## src/rtl/spe_pkg.sv

```systemverilog
`default_nettype none
package spe_pkg;

   // ---------------------------------------------------------------
   // Timing
   // ---------------------------------------------------------------
   localparam int CLK_HZ       = 50_000_000;
   // Self-timed programming time, plain default
   localparam int PROG_TIME_NS = 100_000;
   localparam int PROG_CYCLES_RAW =
      (PROG_TIME_NS * (CLK_HZ / 1_000_000) + 999) / 1000;
   localparam int PROG_CYCLES  = (PROG_CYCLES_RAW < 1) ? 1 : PROG_CYCLES_RAW;

   // ---------------------------------------------------------------
   // Instruction byte layout
   // ---------------------------------------------------------------
   localparam logic [3:0] OPC_HI_ZERO = 4'h0;
   localparam int         OPC_A8_BIT  = 3;
   localparam logic [2:0] OPL_SET     = 3'h6;
   localparam logic [2:0] OPL_CLR     = 3'h4;
   localparam logic [2:0] OPL_SRD     = 3'h5;
   localparam logic [2:0] OPL_SWR     = 3'h1;
   localparam logic [2:0] OPL_ARD     = 3'h3;
   localparam logic [2:0] OPL_AWR     = 3'h2;
   localparam logic [2:0] BIT_LAST    = 3'h7;

   // ---------------------------------------------------------------
   // Status byte layout
   // ---------------------------------------------------------------
   localparam logic [3:0] ST_ONES     = 4'hF;
   localparam int         ST_PHI_BIT  = 3;
   localparam int         ST_PLO_BIT  = 2;

   // ---------------------------------------------------------------
   // Protect decode for the 512-byte array
   // ---------------------------------------------------------------
   localparam int         ARR_AW      = 9;
   localparam logic [1:0] PROT_NONE   = 2'h0;
   localparam logic [1:0] PROT_QTR    = 2'h1;
   localparam logic [1:0] PROT_HALF   = 2'h2;
   localparam logic [1:0] PROT_ALL    = 2'h3;
   localparam logic [8:0] QTR_BASE    = 9'h180;
   localparam logic [8:0] HALF_BASE   = 9'h100;

   typedef enum logic [2:0] {
      CMD_NONE, CMD_SET, CMD_CLR, CMD_SRD, CMD_SWR, CMD_ARD, CMD_AWR
   } spe_cmd_t;

   typedef enum logic [2:0] {
      ST_IDLE, ST_OPC, ST_ADDR, ST_DATA, ST_STAT, ST_READ, ST_WAITCS,
      ST_DEAD
   } spe_state_t;

endpackage : spe_pkg
`default_nettype wire

```

## src/rtl/spe_ctrl.sv

```systemverilog
// Behaviour
// - Power-up clears the write latch
// - Programming starts only on byte-aligned deselect
// - Array accesses ignored during programming cycle
// - Hold edges with clock high ignored
// - Write commands need deselect right after bit eight
// - Busy discards array read, write, status write
// - Protect bits guard quarter, half, whole array
// - Unknown opcode deselects until next select
// - Opcode byte MSB first; latch, status read codes
// - Status write, array codes; bit 3 address
// - Latch must be set before each write
// - Latch change applied at deselect
// - Latch cleared by reset, commands, low protect pin
// - Status byte repeats while selected
// - Status readable when busy; protect updates later
// - Status byte: ones, protect, latch, busy
// - Busy flag high during programming cycle
// - Protect bits change only when hardware unlocked
// - Status write: one data byte, then deselect
// - Status write starts timed cycle, updates at end
// - Status write rejection conditions
// - Status write touches only the protect bits
// - Sample on rising, drive on falling, MSB first
// - Hold pause enters and leaves with clock low
// - Power-up deselected, idle, protect bits kept
`timescale 1ns/100ps
`default_nettype none
module spe_ctrl
   import spe_pkg::*;
#(
   parameter int PROG_CYCLES_P = PROG_CYCLES
)
(
   input  wire logic              clk,              // 50 MHz clock
   input  wire logic              rst,              // Power-on reset
   input  wire logic              cs_n_pin,         // Chip select, low
   input  wire logic              sck_pin,          // Serial clock
   input  wire logic              mosi_pin,         // Serial data in
   input  wire logic              hold_n_pin,       // Hold, low
   input  wire logic              wp_n_pin,         // Write protect, low
   input  wire logic [1:0]        nv_prot_in,       // Stored protect bits
   output var  logic              miso_o,           // Serial data out
   output var  logic              miso_oe_n,        // Output enable, low
   output var  logic [1:0]        protect_level,    // Protect bits
   output var  logic              write_latch_flag, // Write latch
   output var  logic              write_busy_flag,  // Programming busy
   output var  logic              arr_rd_go,        // Array read start
   output var  logic              arr_wr_go,        // Array write start
   output var  logic [ARR_AW-1:0] arr_addr          // Array address
);

   // ---------------------------------------------------------------
   // Pin synchronisers and edge detection
   // ---------------------------------------------------------------
   logic cs_s, sck_s, mosi_s, hold_n_s, wp_n_s;
   logic cs_prev_r, sck_prev_r;

   // Reset values match the idle pins: deselected, clock low, hold off
   spe_sync #(.W(5), .RST_VAL(5'h13)) u_sync (
      .clk (clk),
      .rst (rst),
      .d   ({cs_n_pin, sck_pin, mosi_pin, hold_n_pin, wp_n_pin}),
      .q   ({cs_s, sck_s, mosi_s, hold_n_s, wp_n_s})
   );

   if (PROG_CYCLES_P < 1)
   begin : g_bad_prog
      $error("spe_ctrl: PROG_CYCLES_P must be at least 1");
   end

   // ---------------------------------------------------------------
   // State
   // ---------------------------------------------------------------
   spe_state_t        state_r, state_nxt;
   spe_cmd_t          cmd_r, cmd_nxt;
   logic              hold_r;
   logic [2:0]        bcnt_r;
   logic [7:0]        sh_in_r;
   logic              bnd_r;
   logic [1:0]        dcnt_r;
   logic              wp_low_r;
   logic              a8_r;
   logic [ARR_AW-1:0] addr_r;
   logic [1:0]        new_prot_r;
   logic [1:0]        prot_r;
   logic              wel_r, wel_nxt;
   logic              swr_r;
   logic              tmr_start_r, tmr_busy, tmr_done;
   logic [2:0]        ocnt_r;
   logic [6:0]        osh_r;
   logic              ostart_r;
   logic              rd_go_r, wr_go_r;

   wire sck_rise  = sck_s && !sck_prev_r;
   wire sck_fall  = !sck_s && sck_prev_r;
   wire cs_fall   = !cs_s && cs_prev_r;
   wire cs_rise   = cs_s && !cs_prev_r;
   wire selected  = (state_r != ST_IDLE) && (state_r != ST_DEAD);
   wire act_rise  = sck_rise && !hold_r && !cs_s && selected;
   wire act_fall  = sck_fall && !hold_r && !cs_s && (state_r == ST_STAT);
   wire [7:0] byte_in   = {sh_in_r[6:0], mosi_s};
   wire       byte_done = act_rise && (bcnt_r == BIT_LAST);
   wire       busy_any  = tmr_busy || tmr_start_r;
   wire [7:0] stat_byte = {ST_ONES, prot_r, wel_r, busy_any};

   // ---------------------------------------------------------------
   // Opcode decode
   // ---------------------------------------------------------------
   wire       opc_hi_ok = (byte_in[7:4] == OPC_HI_ZERO);
   wire [2:0] opc_lo    = byte_in[2:0];
   wire spe_cmd_t opc_cmd =
      !opc_hi_ok           ? CMD_NONE :
      (opc_lo == OPL_SET)  ? CMD_SET  :
      (opc_lo == OPL_CLR)  ? CMD_CLR  :
      (opc_lo == OPL_SRD)  ? CMD_SRD  :
      (opc_lo == OPL_SWR)  ? CMD_SWR  :
      (opc_lo == OPL_ARD)  ? CMD_ARD  :
      (opc_lo == OPL_AWR)  ? CMD_AWR  : CMD_NONE;

   // ---------------------------------------------------------------
   // Protect decode and execution conditions
   // ---------------------------------------------------------------
   wire prot_hit = (prot_r == PROT_ALL)
                || ((prot_r == PROT_HALF) && (addr_r >= HALF_BASE))
                || ((prot_r == PROT_QTR) && (addr_r >= QTR_BASE));
   wire hw_locked = !wp_n_s || wp_low_r;
   wire end_ok    = cs_rise && bnd_r;
   wire set_go    = end_ok && (state_r == ST_WAITCS)
                 && (cmd_r == CMD_SET);
   wire clr_go    = end_ok && (state_r == ST_WAITCS)
                 && (cmd_r == CMD_CLR);
   wire swr_go    = end_ok && (state_r == ST_DATA) && (cmd_r == CMD_SWR)
                 && (dcnt_r == 2'h1) && wel_r && !busy_any
                 && !hw_locked;
   wire awr_go    = end_ok && (state_r == ST_DATA) && (cmd_r == CMD_AWR)
                 && (dcnt_r != 2'h0) && wel_r && !busy_any
                 && !hw_locked && !prot_hit;

   // ---------------------------------------------------------------
   // Serial state machine
   // ---------------------------------------------------------------
   always_comb
   begin
      state_nxt = state_r;
      cmd_nxt   = cmd_r;
      case (state_r)
         ST_OPC:
            if (byte_done)
            begin
               cmd_nxt = opc_cmd;
               case (opc_cmd)
                  CMD_SET, CMD_CLR: state_nxt = ST_WAITCS;
                  CMD_SRD:          state_nxt = ST_STAT;
                  CMD_SWR:          state_nxt = busy_any ? ST_DEAD
                                                         : ST_DATA;
                  CMD_ARD, CMD_AWR: state_nxt = busy_any ? ST_DEAD
                                                         : ST_ADDR;
                  default:          state_nxt = ST_DEAD;
               endcase
            end
         ST_ADDR:
            if (byte_done)
               state_nxt = (cmd_r == CMD_ARD) ? ST_READ : ST_DATA;
         ST_WAITCS:
            if (act_rise)
               state_nxt = ST_DEAD;
         default:
            state_nxt = state_r;
      endcase
      if (cs_rise)
         state_nxt = ST_IDLE;
      else if (cs_fall)
         state_nxt = ST_OPC;
   end

   always_ff @(posedge clk)
   begin
      if (rst)
      begin
         state_r <= ST_IDLE;
         cmd_r   <= CMD_NONE;
      end
      else
      begin
         state_r <= state_nxt;
         cmd_r   <= cmd_nxt;
      end
   end

   // ---------------------------------------------------------------
   // Hold and input shifting
   // ---------------------------------------------------------------
   // Hold only changes while the clock is low; other edges are ignored
   always_ff @(posedge clk)
   begin
      if (rst || !selected)
         hold_r <= 1'b0;
      else if (!sck_s)
         hold_r <= !hold_n_s;
   end

   always_ff @(posedge clk)
   begin
      if (rst)
      begin
         cs_prev_r  <= 1'b1;
         sck_prev_r <= 1'b0;
      end
      else
      begin
         cs_prev_r  <= cs_s;
         sck_prev_r <= sck_s;
      end
   end

   always_ff @(posedge clk)
   begin
      if (rst || cs_fall)
      begin
         bcnt_r  <= 3'h0;
         sh_in_r <= 8'h00;
         bnd_r   <= 1'b0;
      end
      else if (act_rise)
      begin
         bcnt_r  <= bcnt_r + 3'h1;
         sh_in_r <= byte_in;
         bnd_r   <= byte_done;
      end
   end

   always_ff @(posedge clk)
   begin
      if (rst || cs_fall)
         dcnt_r <= 2'h0;
      else if (byte_done && (state_r == ST_DATA) && (dcnt_r != 2'h2))
         dcnt_r <= dcnt_r + 2'h1;
   end

   // Protect pin low at any time while selected spoils the command
   always_ff @(posedge clk)
   begin
      if (rst || cs_fall)
         wp_low_r <= !wp_n_s;
      else if (!wp_n_s && selected)
         wp_low_r <= 1'b1;
   end

   always_ff @(posedge clk)
   begin
      if (rst)
      begin
         a8_r       <= 1'b0;
         addr_r     <= '0;
         new_prot_r <= PROT_NONE;
      end
      else if (byte_done)
      begin
         if (state_r == ST_OPC)
            a8_r <= byte_in[OPC_A8_BIT];
         if (state_r == ST_ADDR)
            addr_r <= {a8_r, byte_in};
         if ((state_r == ST_DATA) && (dcnt_r == 2'h0))
            new_prot_r <= byte_in[ST_PHI_BIT:ST_PLO_BIT];
      end
   end

   // ---------------------------------------------------------------
   // Write latch, programming cycle, protect bits
   // ---------------------------------------------------------------
   spe_wtimer #(.CYCLES(PROG_CYCLES_P)) u_wtimer (
      .clk    (clk),
      .rst    (rst),
      .start  (tmr_start_r),
      .busy_o (tmr_busy),
      .done_o (tmr_done)
   );

   // A latch set at deselect wins over the end of a programming cycle
   always_comb
   begin
      wel_nxt = wel_r;
      if (!wp_n_s)
         wel_nxt = 1'b0;
      else if (set_go)
         wel_nxt = 1'b1;
      else if (clr_go || tmr_done)
         wel_nxt = 1'b0;
   end

   always_ff @(posedge clk)
   begin
      if (rst)
      begin
         wel_r       <= 1'b0;
         tmr_start_r <= 1'b0;
         swr_r       <= 1'b0;
      end
      else
      begin
         wel_r       <= wel_nxt;
         tmr_start_r <= swr_go || awr_go;
         if (swr_go || awr_go)
            swr_r <= swr_go;
      end
   end

   // Stored bits are reloaded from the nonvolatile store at power-up
   always_ff @(posedge clk)
   begin
      if (rst)
         prot_r <= nv_prot_in;
      else if (tmr_done && swr_r && wp_n_s)
         prot_r <= new_prot_r;
   end

   always_ff @(posedge clk)
   begin
      if (rst)
      begin
         rd_go_r <= 1'b0;
         wr_go_r <= 1'b0;
      end
      else
      begin
         rd_go_r <= byte_done && (state_r == ST_ADDR)
                 && (cmd_r == CMD_ARD);
         wr_go_r <= awr_go;
      end
   end

   // ---------------------------------------------------------------
   // Status output shifter
   // ---------------------------------------------------------------
   // The byte is resampled at each byte start so flags stay live
   always_ff @(posedge clk)
   begin
      if (rst || cs_fall)
      begin
         ocnt_r   <= 3'h0;
         osh_r    <= 7'h00;
         miso_o   <= 1'b0;
         ostart_r <= 1'b0;
      end
      else if (act_fall)
      begin
         ocnt_r   <= ocnt_r + 3'h1;
         ostart_r <= 1'b1;
         if (ocnt_r == 3'h0)
         begin
            miso_o <= stat_byte[7];
            osh_r  <= stat_byte[6:0];
         end
         else
         begin
            miso_o <= osh_r[6];
            osh_r  <= {osh_r[5:0], 1'b0};
         end
      end
   end

   always_ff @(posedge clk)
   begin
      if (rst)
         miso_oe_n <= 1'b1;
      else
         miso_oe_n <= !((state_r == ST_STAT) && !hold_r && !cs_s
                       && (act_fall || ostart_r));
   end

   assign protect_level    = prot_r;
   assign write_latch_flag = wel_r;
   assign write_busy_flag  = tmr_busy;
   assign arr_rd_go        = rd_go_r;
   assign arr_wr_go        = wr_go_r;
   assign arr_addr         = addr_r;

   // ---------------------------------------------------------------
   // Checks
   // ---------------------------------------------------------------
   chk_latch_reset: assert property (@(posedge clk)
      rst |=> !wel_r)
      else $error("latch set after reset");
   chk_latch_wp_low: assert property (@(posedge clk) disable iff (rst)
      !wp_n_s |=> !wel_r)
      else $error("latch set while protect pin low");
   chk_start_bound: assert property (@(posedge clk) disable iff (rst)
      tmr_start_r |-> $past(bnd_r) && $past(cs_rise))
      else $error("cycle started off a byte boundary");
   chk_start_latch: assert property (@(posedge clk) disable iff (rst)
      tmr_start_r |-> $past(wel_r) && !$past(busy_any))
      else $error("cycle started without latch or while busy");
   chk_busy_follows: assert property (@(posedge clk) disable iff (rst)
      tmr_start_r |=> write_busy_flag [*2])
      else $error("busy flag not raised for programming");
   chk_busy_discard: assert property (@(posedge clk) disable iff (rst)
      byte_done && (state_r == ST_OPC) && busy_any
      && (opc_cmd inside {CMD_SWR, CMD_ARD, CMD_AWR}) && !cs_rise
      |=> state_r == ST_DEAD)
      else $error("command accepted while busy");
   chk_bad_opcode: assert property (@(posedge clk) disable iff (rst)
      byte_done && (state_r == ST_OPC) && (opc_cmd == CMD_NONE)
      && !cs_rise && !cs_fall |=> state_r == ST_DEAD ##1 miso_oe_n)
      else $error("unknown opcode not ignored");
   chk_prot_refuse: assert property (@(posedge clk) disable iff (rst)
      wr_go_r |-> !$past(prot_hit))
      else $error("write into protected range");
   chk_prot_steady: assert property (@(posedge clk) disable iff (rst)
      !tmr_done |=> $stable(prot_r))
      else $error("protect bits changed outside cycle end");
   chk_hold_float: assert property (@(posedge clk) disable iff (rst)
      hold_r |=> miso_oe_n)
      else $error("output driven during hold");
   chk_status_write_cmd_wp: assert property (@(posedge clk) disable iff (rst)
      swr_go |-> $past(wp_n_s) && !wp_low_r && (dcnt_r == 2'h1))
      else $error("status write accepted with bad conditions");

endmodule : spe_ctrl
`default_nettype wire

```

## src/rtl/spe_sync.sv

```systemverilog
`timescale 1ns/100ps
`default_nettype none
module spe_sync
#(
   parameter int         W       = 1,
   parameter logic [W-1:0] RST_VAL = '0
)
(
   input  wire logic         clk,  // System clock
   input  wire logic         rst,  // Synchronous reset
   input  wire logic [W-1:0] d,    // Asynchronous inputs
   output var  logic [W-1:0] q     // Synchronised outputs
);

   logic [W-1:0] meta_r;

   if (W < 1)
   begin : g_bad_w
      $error("spe_sync: W must be at least 1");
   end

   // First stage feeds only the second stage
   always_ff @(posedge clk)
   begin
      if (rst)
      begin
         meta_r <= RST_VAL;
         q      <= RST_VAL;
      end
      else
      begin
         meta_r <= d;
         q      <= meta_r;
      end
   end

endmodule : spe_sync
`default_nettype wire

```

## src/rtl/spe_wtimer.sv

```systemverilog
`timescale 1ns/100ps
`default_nettype none
module spe_wtimer
#(
   parameter int CYCLES = 5000
)
(
   input  wire logic clk,     // System clock
   input  wire logic rst,     // Synchronous reset
   input  wire logic start,   // Start one programming cycle
   output var  logic busy_o,  // Cycle running
   output var  logic done_o   // One-cycle pulse at the end
);

   localparam int CW = $clog2(CYCLES + 1);
   localparam logic [CW-1:0] CNT_ONE  = CW'(1);
   localparam logic [CW-1:0] CNT_LOAD = CW'(CYCLES);

   logic [CW-1:0] cnt_r;

   if (CYCLES < 1)
   begin : g_bad_cycles
      $error("spe_wtimer: CYCLES must be at least 1");
   end

   // A start during a running cycle is ignored, the cycle runs out
   always_ff @(posedge clk)
   begin
      if (rst)
      begin
         cnt_r  <= '0;
         busy_o <= 1'b0;
         done_o <= 1'b0;
      end
      else
      begin
         done_o <= busy_o && (cnt_r == CNT_ONE);
         if (start && !busy_o)
         begin
            cnt_r  <= CNT_LOAD;
            busy_o <= 1'b1;
         end
         else if (busy_o)
         begin
            cnt_r  <= cnt_r - CNT_ONE;
            busy_o <= (cnt_r != CNT_ONE);
         end
      end
   end

   chk_timer_start: assert property (@(posedge clk) disable iff (rst)
      start && !busy_o |=> busy_o [*2])
      else $error("timer did not start");
   chk_timer_end: assert property (@(posedge clk) disable iff (rst)
      done_o |-> !busy_o && $past(busy_o))
      else $error("timer done without a running cycle");

endmodule : spe_wtimer
`default_nettype wire

```

## config.mk

```make
export PLATFORM = sky130hd
export DESIGN_NAME = spe_ctrl
export DESIGN_NICKNAME = d
export VERILOG_FILES = /design/src/rtl/spe_pkg.sv /design/src/rtl/spe_ctrl.sv /design/src/rtl/spe_sync.sv /design/src/rtl/spe_wtimer.sv
export SDC_FILE = /design/constraint.sdc
export NUM_CORES = 1
export LEC_CHECK = 0
export BUFFER_PORTS_ARGS = -buffer_cell sky130_fd_sc_hd__buf_2
export CAP_MARGIN = 20
export CORE_MARGIN = 5
export CORE_UTILIZATION = 59
export DETAILED_ROUTE_END_ITERATION = 7
export HOLD_SLACK_MARGIN = 0.03
export MAX_ROUTING_LAYER = met4
export PLACE_DENSITY = 0.79
export SETUP_SLACK_MARGIN = 0.4
export SLEW_MARGIN = 20
export SYNTH_ARGS = -nofsm -noshare
export SYNTH_HDL_FRONTEND = slang
export SYNTH_SLANG_ARGS = --single-unit
```

## constraint.sdc

```tcl
create_clock -name clk -period 2.5 [get_ports clk]
set_input_delay 0.125 -clock clk [delete_from_list [all_inputs] [get_ports clk]]
set_output_delay 0.125 -clock clk [all_outputs]
set_load 0.02 [all_outputs]
```

==> results of run 1 <==
-- what timing repair did --
| item | CTS | global route |
|---|---|---|
| setup endpoints to repair | 0 | 1 |
| hold buffers | 5 | 0 |
| resized for setup | 0 | 1 |
| hold endpoints to repair | 5 | 0 |
-- through the flow --
stage / cells / setup WS (ns) / utilization, % / hold WS (ns)
floorplan: 359 / 0.634 / - / 0.229
global placement: 440 / 0.566 / 64.0 / 0.307
detailed placement: 440 / 0.518 / 64.0 / 0.309
CTS: 461 / 0.509 / 68.5 / 0.0770
global route: 461 / 0.415 / 68.6 / 0.0584
finish: 461 / 0.545 / 68.6 / 0.0879
-- report_power, final --
part	internal, mW	switching (mW)	total [mW]
clock	0.514	0.428	0.941
sequential	1.29	0.0105	1.30
combinational	0.0313	0.0380	0.0693
total	1.84	0.476	2.32
-- path summary, 6_finish.rpt --
path | endpoint | start | slack, ns | cells past startpoint
max | state_r[2]$_SDFFE_PP0P_ | bcnt_r[0]$_SDFFE_PP0P_ | 0.55 | 7
min | protect_level[0]$_DFFE_PP_ | nv_prot_in[0] | 0.09 | 2
max reg2reg | state_r[2]$_SDFFE_PP0P_ | bcnt_r[0]$_SDFFE_PP0P_ | 0.55 | 7
min reg2reg | u_sync.q[4]$_SDFF_PP1_ | u_sync.meta_r[4]$_SDFF_PP1_ | 0.41 | 1
-- per-layer routing --
metal	routed length, microns	vias to the layer above	GRT usage (%)
met1	2980	1121	24.1
met2	2850	42	28.7
met5	0	-	-
met3	276	7	7.20
li1	-	1276	-
met4	82	0	5.47
-- sequential cells by signal (all words and copies together), names as in the netlist, 2 cells and up --
register        flops
arr_addr            9
bcnt_r              3
cmd_r               3
dcnt_r              2
new_prot_r          2
ocnt_r              3
osh_r               7
protect_level       2
sh_in_r             7
state_r             3
u_sync.meta_r       5
u_sync.q            5
u_wtimer.cnt_r     13
-- kinds of logic after synthesis --
| logic type | Yosys count | share of synthesized area (%) |
|---|---|---|
| and+or+nand+nor | 148 | 22.8 |
| xor gates and xnor gates | 14 | 3.63 |
| buffers and inverters | 34 | 4.11 |
| DFF | 80 | 48.3 |
| adders and majority gates | 10 | 3.63 |
| muxes | 30 | 8.99 |
| AOI/OAI and AO/OA | 43 | 8.55 |
-- cells in the mapped netlist (all sizes together), types with 2 or more instances --
master	count	area [sq um]
nand2b	4	25.0
xor2	6	52.6
nand3	8	40.0
a211oi	12	90.1
or2	9	56.3
dfxtp	77	1540
inv	12	45.0
nor2b	11	68.8
nor4	5	37.5
o2111ai	3	26.3
nor3	8	40.0
mux2i	27	270
nor2	67	251
o21bai	2	15.0
edfxtp	3	90.1
buf	4	26.3
or4	5	45.0
a311oi	2	17.5
ha	9	113
nand2	13	56.3
nor3b	5	37.5
nand4	4	25.0
xnor2	8	70.1
mux2	3	33.8
a21oi	14	70.1
clkbuf	18	67.6
nand3b	2	15.0
o21ai	4	20.0
-- worst max-delay path, cell delays in order, from the launching register on --
cell	delay, ns
dfxtp_1	0.35
ha_1	0.15
ha_2	0.22
and4bb_2	0.31
nand2_4	0.09
or4_4	0.54
o21ai_1	0.14
a21oi_1	0.05
-- area by class of cell --
| cell class | instances | area [sq um] | share of cell area (%) |
|---|---|---|---|
| clock buffer | 13 | 159 | 4.18 |
| timing repair buffer | 36 | 220 | 5.80 |
| clock inverter | 3 | 40.0 | 1.05 |
| tap | 72 | 90.1 | 2.37 |
| inverter | 12 | 45.0 | 1.19 |
| sequential | 80 | 1630 | 43.0 |
| multi-input combinational | 245 | 1610 | 42.5 |
==> flow_summary.yaml, run 1 <==
layout:
  syn_to_final_growth_pct: 12.4
  diodes: 0
  fill_cells: 456
  nets: 402
  final_cell_mix: "77 x dfxtp_1, 67 x nor2_1, 27 x mux2i_1"
  drive_above_1_share_pct: 16.7
  final_area_sq_um: 3800
  final_common_cell: "dfxtp_1"
timing:
  layout_min_cycle_time_ns: 1.95
  final_hold_viol_count: 0
  rsz0062_at_grt: "false"
  slew_headroom_pct: 54.2
  post-route-period-util_pct: 78.2
  clock_skew_ns: 0.00995
  finalSetupViolCount: 0
  drv_slew: 0
  worstMarginPinSlew_ns: 0.686
  timing.fmax_mhz: 512
  setup_tns_ns: 0
synth:
  synthArstFlopShare_pct: 0
  synth_seq_area_share_pct: 48.3
  syn_inst: 359
  syn_area_sq_um: 3380
  ys.flop_type: "dfxtp_1"
  synth.net_count: 377
  ys_warn_count: 0
  avgSynthCellArea_sq_um: 9.42
  synth_seq_cells: 80
  ys_types: 47
  synth_enable_flop_cells: 3
cts:
  cts_tree: "done"
  clock_latency_ns: 0.35
  cts_buffers: 9
  clk_path_buf_depth: 2
  post-cts-setup-buffers: 0
  h-tree-depth: 3
  clkTransAtPathRegs_ns: 0.08
  cts_sinks: 80
  root_buffer: "clkbuf_8"
placed_design:
  port-buffer-count: 25
  gp_congestion: 0.799
  dp_hpwl_microns: 4390
  dpl_cell_area_sq_um: 3550
drt:
  viasPerCell: 5.31
  ant_nets: 0
  wl_per_cell_microns: 13.4
  dr.pass1.iters: 4
  remaining_drc_errors: 0
  wl_microns: 6190
  routed-via-count: 2446
  drtIter0Drc: 115
die:
  initial_core_util_pct: 61.0
  rows: 27
  core_sq_um: 5540
  die_h_microns: 85.7
  die_x_microns: 85.7
  dieArea_sq_um: 7340
  io_pins: 26
pwr:
  power.leakage_nw: 1.63
  power.total_mw: 2.32
  power.density_nw_per_um2: 610
  vdd_ir_drop_max_mv: 0.382
worst_setup_path:
  crit_arrival_ns: 2.19
  worstPathMaxFanout: 7
  end_kind: "register"
  crit_type: "register to register"
  start_kind: "register"
  required_ns: 2.74
global_routing:
  grt_pass1_vias: 2321
  grt-ovfl-total: 0
  grt_max_degree: 35
  grt_usage_pct: 19.1
  antenna_found_initial: 0
  grt_first_pass_wirelength_microns: 10800
run_status:
  status: "finished clean"
min_path:
  hp-class: "input port to register"
job:
  drv_cap: 0
No activity file was read; power rests on OpenSTA's default activity.
==> run 2: changes to the inputs <==
--- a/config.mk
+++ b/config.mk
@@ -5,6 +5,7 @@
 export SDC_FILE = /design/constraint.sdc
 export NUM_CORES = 1
 export LEC_CHECK = 0
+export ABC_AREA = 1
 export BUFFER_PORTS_ARGS = -buffer_cell sky130_fd_sc_hd__buf_2
 export CAP_MARGIN = 20
 export CORE_MARGIN = 5
@@ -12,7 +13,7 @@
 export DETAILED_ROUTE_END_ITERATION = 7
 export HOLD_SLACK_MARGIN = 0.03
 export MAX_ROUTING_LAYER = met4
-export PLACE_DENSITY = 0.79
+export PLACE_DENSITY = 0.78
 export SETUP_SLACK_MARGIN = 0.4
 export SLEW_MARGIN = 20
 export SYNTH_ARGS = -nofsm -noshare
==> constraint.sdc (replaced) <==
create_clock -name clk -period 2.05 [get_ports clk]
set_input_delay 0.1025 -clock clk [delete_from_list [all_inputs] [get_ports clk]]
set_output_delay 0.1025 -clock clk [all_outputs]
set_load 0.02 [all_outputs]
==> run 2 against run 1 <==
  * Cell count up 26%
  * Wire length up 24%
  * Utilization down 0.37 points
  * Non-clock buffer count up 1
  * Highest routed layer unchanged
==> flow_summary.yaml, run 2 <==
synth:
  ys_top_cells_by_count: "77 x dfxtp_1, 75 x nand2_1, 71 x nor2_1"
  synth_most_common_cell: "dfxtp_1"
  syn_inst: 467
  synth_seq_cells: 80
  avgSynthCellArea_sq_um: 7.64
  ys_types: 39
  ys_warn_count: 0
  synth_area_leaders: "dfxtp_1 43%, nand2_1 7.9%, nor2_1 7.5%"
  synth.net_count: 485
  synth_enable_flop_cells: 3
  synthArstFlopShare_pct: 0
  syn_area_sq_um: 3570
  synth_top_area_share_pct: 43.2
  synth_seq_area_share_pct: 45.7
  yosysTopAreaCell: "dfxtp_1"
  ys.flop_type: "dfxtp_1"
drt:
  ant_nets: 0
  viasPerCell: 5.25
  wl_per_cell_microns: 13.2
  wl_microns: 7680
  remaining_drc_errors: 0
  routed-via-count: 3048
  drtIter0Drc: 244
  dr.pass1.iters: 4
layout:
  seq_area_sq_um: 1640
  fill_cells: 481
  nets: 519
  largest_register_ffs: 13
  top_register: "u_wtimer.cnt_r"
  utilization_pct: 68.2
  syn_to_final_growth_pct: 12.5
  final-instance-count-excl-fill: 581
  final_cell_mix: "75 x nand2_1, 74 x dfxtp_1, 69 x nor2_1"
  drive_above_1_share_pct: 15.2
  final_area_sq_um: 4010
  final_common_cell: "nand2_1"
  multi_input_area_sq_um: 1620
  diodes: 0
pwr:
  clkPwrFrac_pct: 38.2
  swShare_pct: 25.9
  switching_power_mw: 0.784
  vdd_ir_drop_max_mv: 0.682
  power.internal_mw: 2.24
  power.density_nw_per_um2: 753
  power.leakage_nw: 1.76
  power.total_mw: 3.02
  pwr-share-seq_pct: 53.8
  pwr-share-comb_pct: 8.1
worst_setup_path:
  crit_slowest_cell: "dfxtp_1"
  worstPathCellList: "ha_1 -> ha_1 -> nand3_4 -> inv_6 -> nand3b_2 -> o21ai_0 -> nor2_1"
  crit_arrival_ns: 1.76
  rr_worst_depth: 7
  end_kind: "register"
  worstPathMaxFanout: 14
  crit_type: "register to register"
  start_kind: "register"
  crit_top_cell: "ha_1"
  required_ns: 2.31
  max_stage_delay_ns: 0.35
die:
  dieArea_sq_um: 7700
  rows: 28
  core_sq_um: 5890
  die_h_microns: 87.8
  io_pins: 26
  initial_core_util_pct: 60.6
  die_x_microns: 87.8
global_routing:
  grt_max_degree: 20
  grt_usage_pct: 22.5
  grt_first_pass_wirelength_microns: 13000
  antenna_found_initial: 0
  grt-ovfl-total: 0
  grt_pass1_vias: 2764
timing:
  clock_skew_ns: 0.0134
  worstMarginPinSlew_ns: 0.429
  fin_ws_ns: 0.553
  drv_slew: 0
  finalSetupViolCount: 0
  timing.fmax_mhz: 668
  slew_headroom_pct: 71.3
  rsz0062_at_grt: "true"
  final_hold_viol_count: 0
  layout_min_cycle_time_ns: 1.50
  post-route-period-util_pct: 73.0
  holdWs_ns: 0.130
  setup_tns_ns: 0
cts:
  h-tree-depth: 3
  cts_tree: "done"
  cts_buffers: 9
  clock_latency_ns: 0.36
  cts_sinks: 80
  clkTransAtPathRegs_ns: 0.08
  clk_path_buf_depth: 2
  root_buffer: "clkbuf_8"
placed_design:
  pre_cts_ws_ns: 0.391
  gp_congestion: 0.896
  dp.cells: 558
  port-buffer-count: 25
  dpl_cell_area_sq_um: 3730
  dp_hpwl_microns: 5370
min_path:
  hp-class: "input port to register"
  holdPathStages: 2
job:
  drv_cap: 0
run_status:
  status: "finished clean"
-- run 2: kinds of logic after synthesis --
kind of cell             count (synthesis)  synth area share, %
AND/OR/NAND/NOR                        222                 29.6
XOR/XNOR                                 2                0.491
flip-flops                              80                 45.7
AO/OA/AOI/OAI                           77                 11.7
buffers and inverters                   77                 9.33
adder cells (fa/ha/maj)                  9                 3.16
-- run 2: final timing paths --
kind                                             startpoint                endpoint  slack, ns
worst min register to register  u_sync.meta_r[2]$_SDFF_PP0_  u_sync.q[2]$_SDFF_PP0_       0.41
worst max-delay path                 bcnt_r[0]$_SDFFE_PP0P_  dcnt_r[1]$_SDFFE_PP0P_       0.55
worst max register to register       bcnt_r[0]$_SDFFE_PP0P_  dcnt_r[1]$_SDFFE_PP0P_       0.55
worst min-delay path                                    rst  u_sync.q[3]$_SDFF_PP0_       0.13
-- run 2: power groups by stage --
stage | registers (mW) | logic, mW | clock network [mW]
after floorplan | 1.65 | 0.189 | 0
after global placement | 1.66 | 0.223 | 0
after detailed placement | 1.66 | 0.230 | 0
after CTS | 1.62 | 0.241 | 1.18
after global routing | 1.63 | 0.270 | 1.25
final | 1.62 | 0.244 | 1.15
-- run 2: layout make-up --
| class | instances | share of cell area (%) |
|---|---|---|
| sequential | 80 | 40.7 |
| multi-input combinational | 310 | 40.2 |
| inverter | 63 | 6.08 |
| timing repair buffer | 37 | 5.80 |
| clock buffer | 9 | 3.09 |
| tap | 75 | 2.34 |
| clock inverter | 7 | 1.71 |
-- run 2: routing by layer --
metal	track usage, %	wire (microns)	up-vias
met2	33.4	3600	78
met4	7.39	110	0
li1	-	-	1575
met5	-	0	-
met1	29.4	3540	1383
met3	6.68	431	12
-- run 2: timing repair --
item / in CTS / in global routing
gates resized for setup: 1 / 9
setup endpoints to repair: 2 / 12
buffers inserted: 0 / 0
pin swaps: 0 / 1
cloned: 0 / 0
hold endpoints to repair: 7 / 0
hold buffers: 7 / 0
-- run 2: critical path: cells and delay by family (launching register included) --
family / cells / cell delay (ns)
adder cells (fa/ha/maj): 2 / 0.42
flip-flops: 1 / 0.35
AND/OR/NAND/NOR: 3 / 0.32
AO/OA/AOI/OAI: 1 / 0.17
buffers and inverters: 1 / 0.14
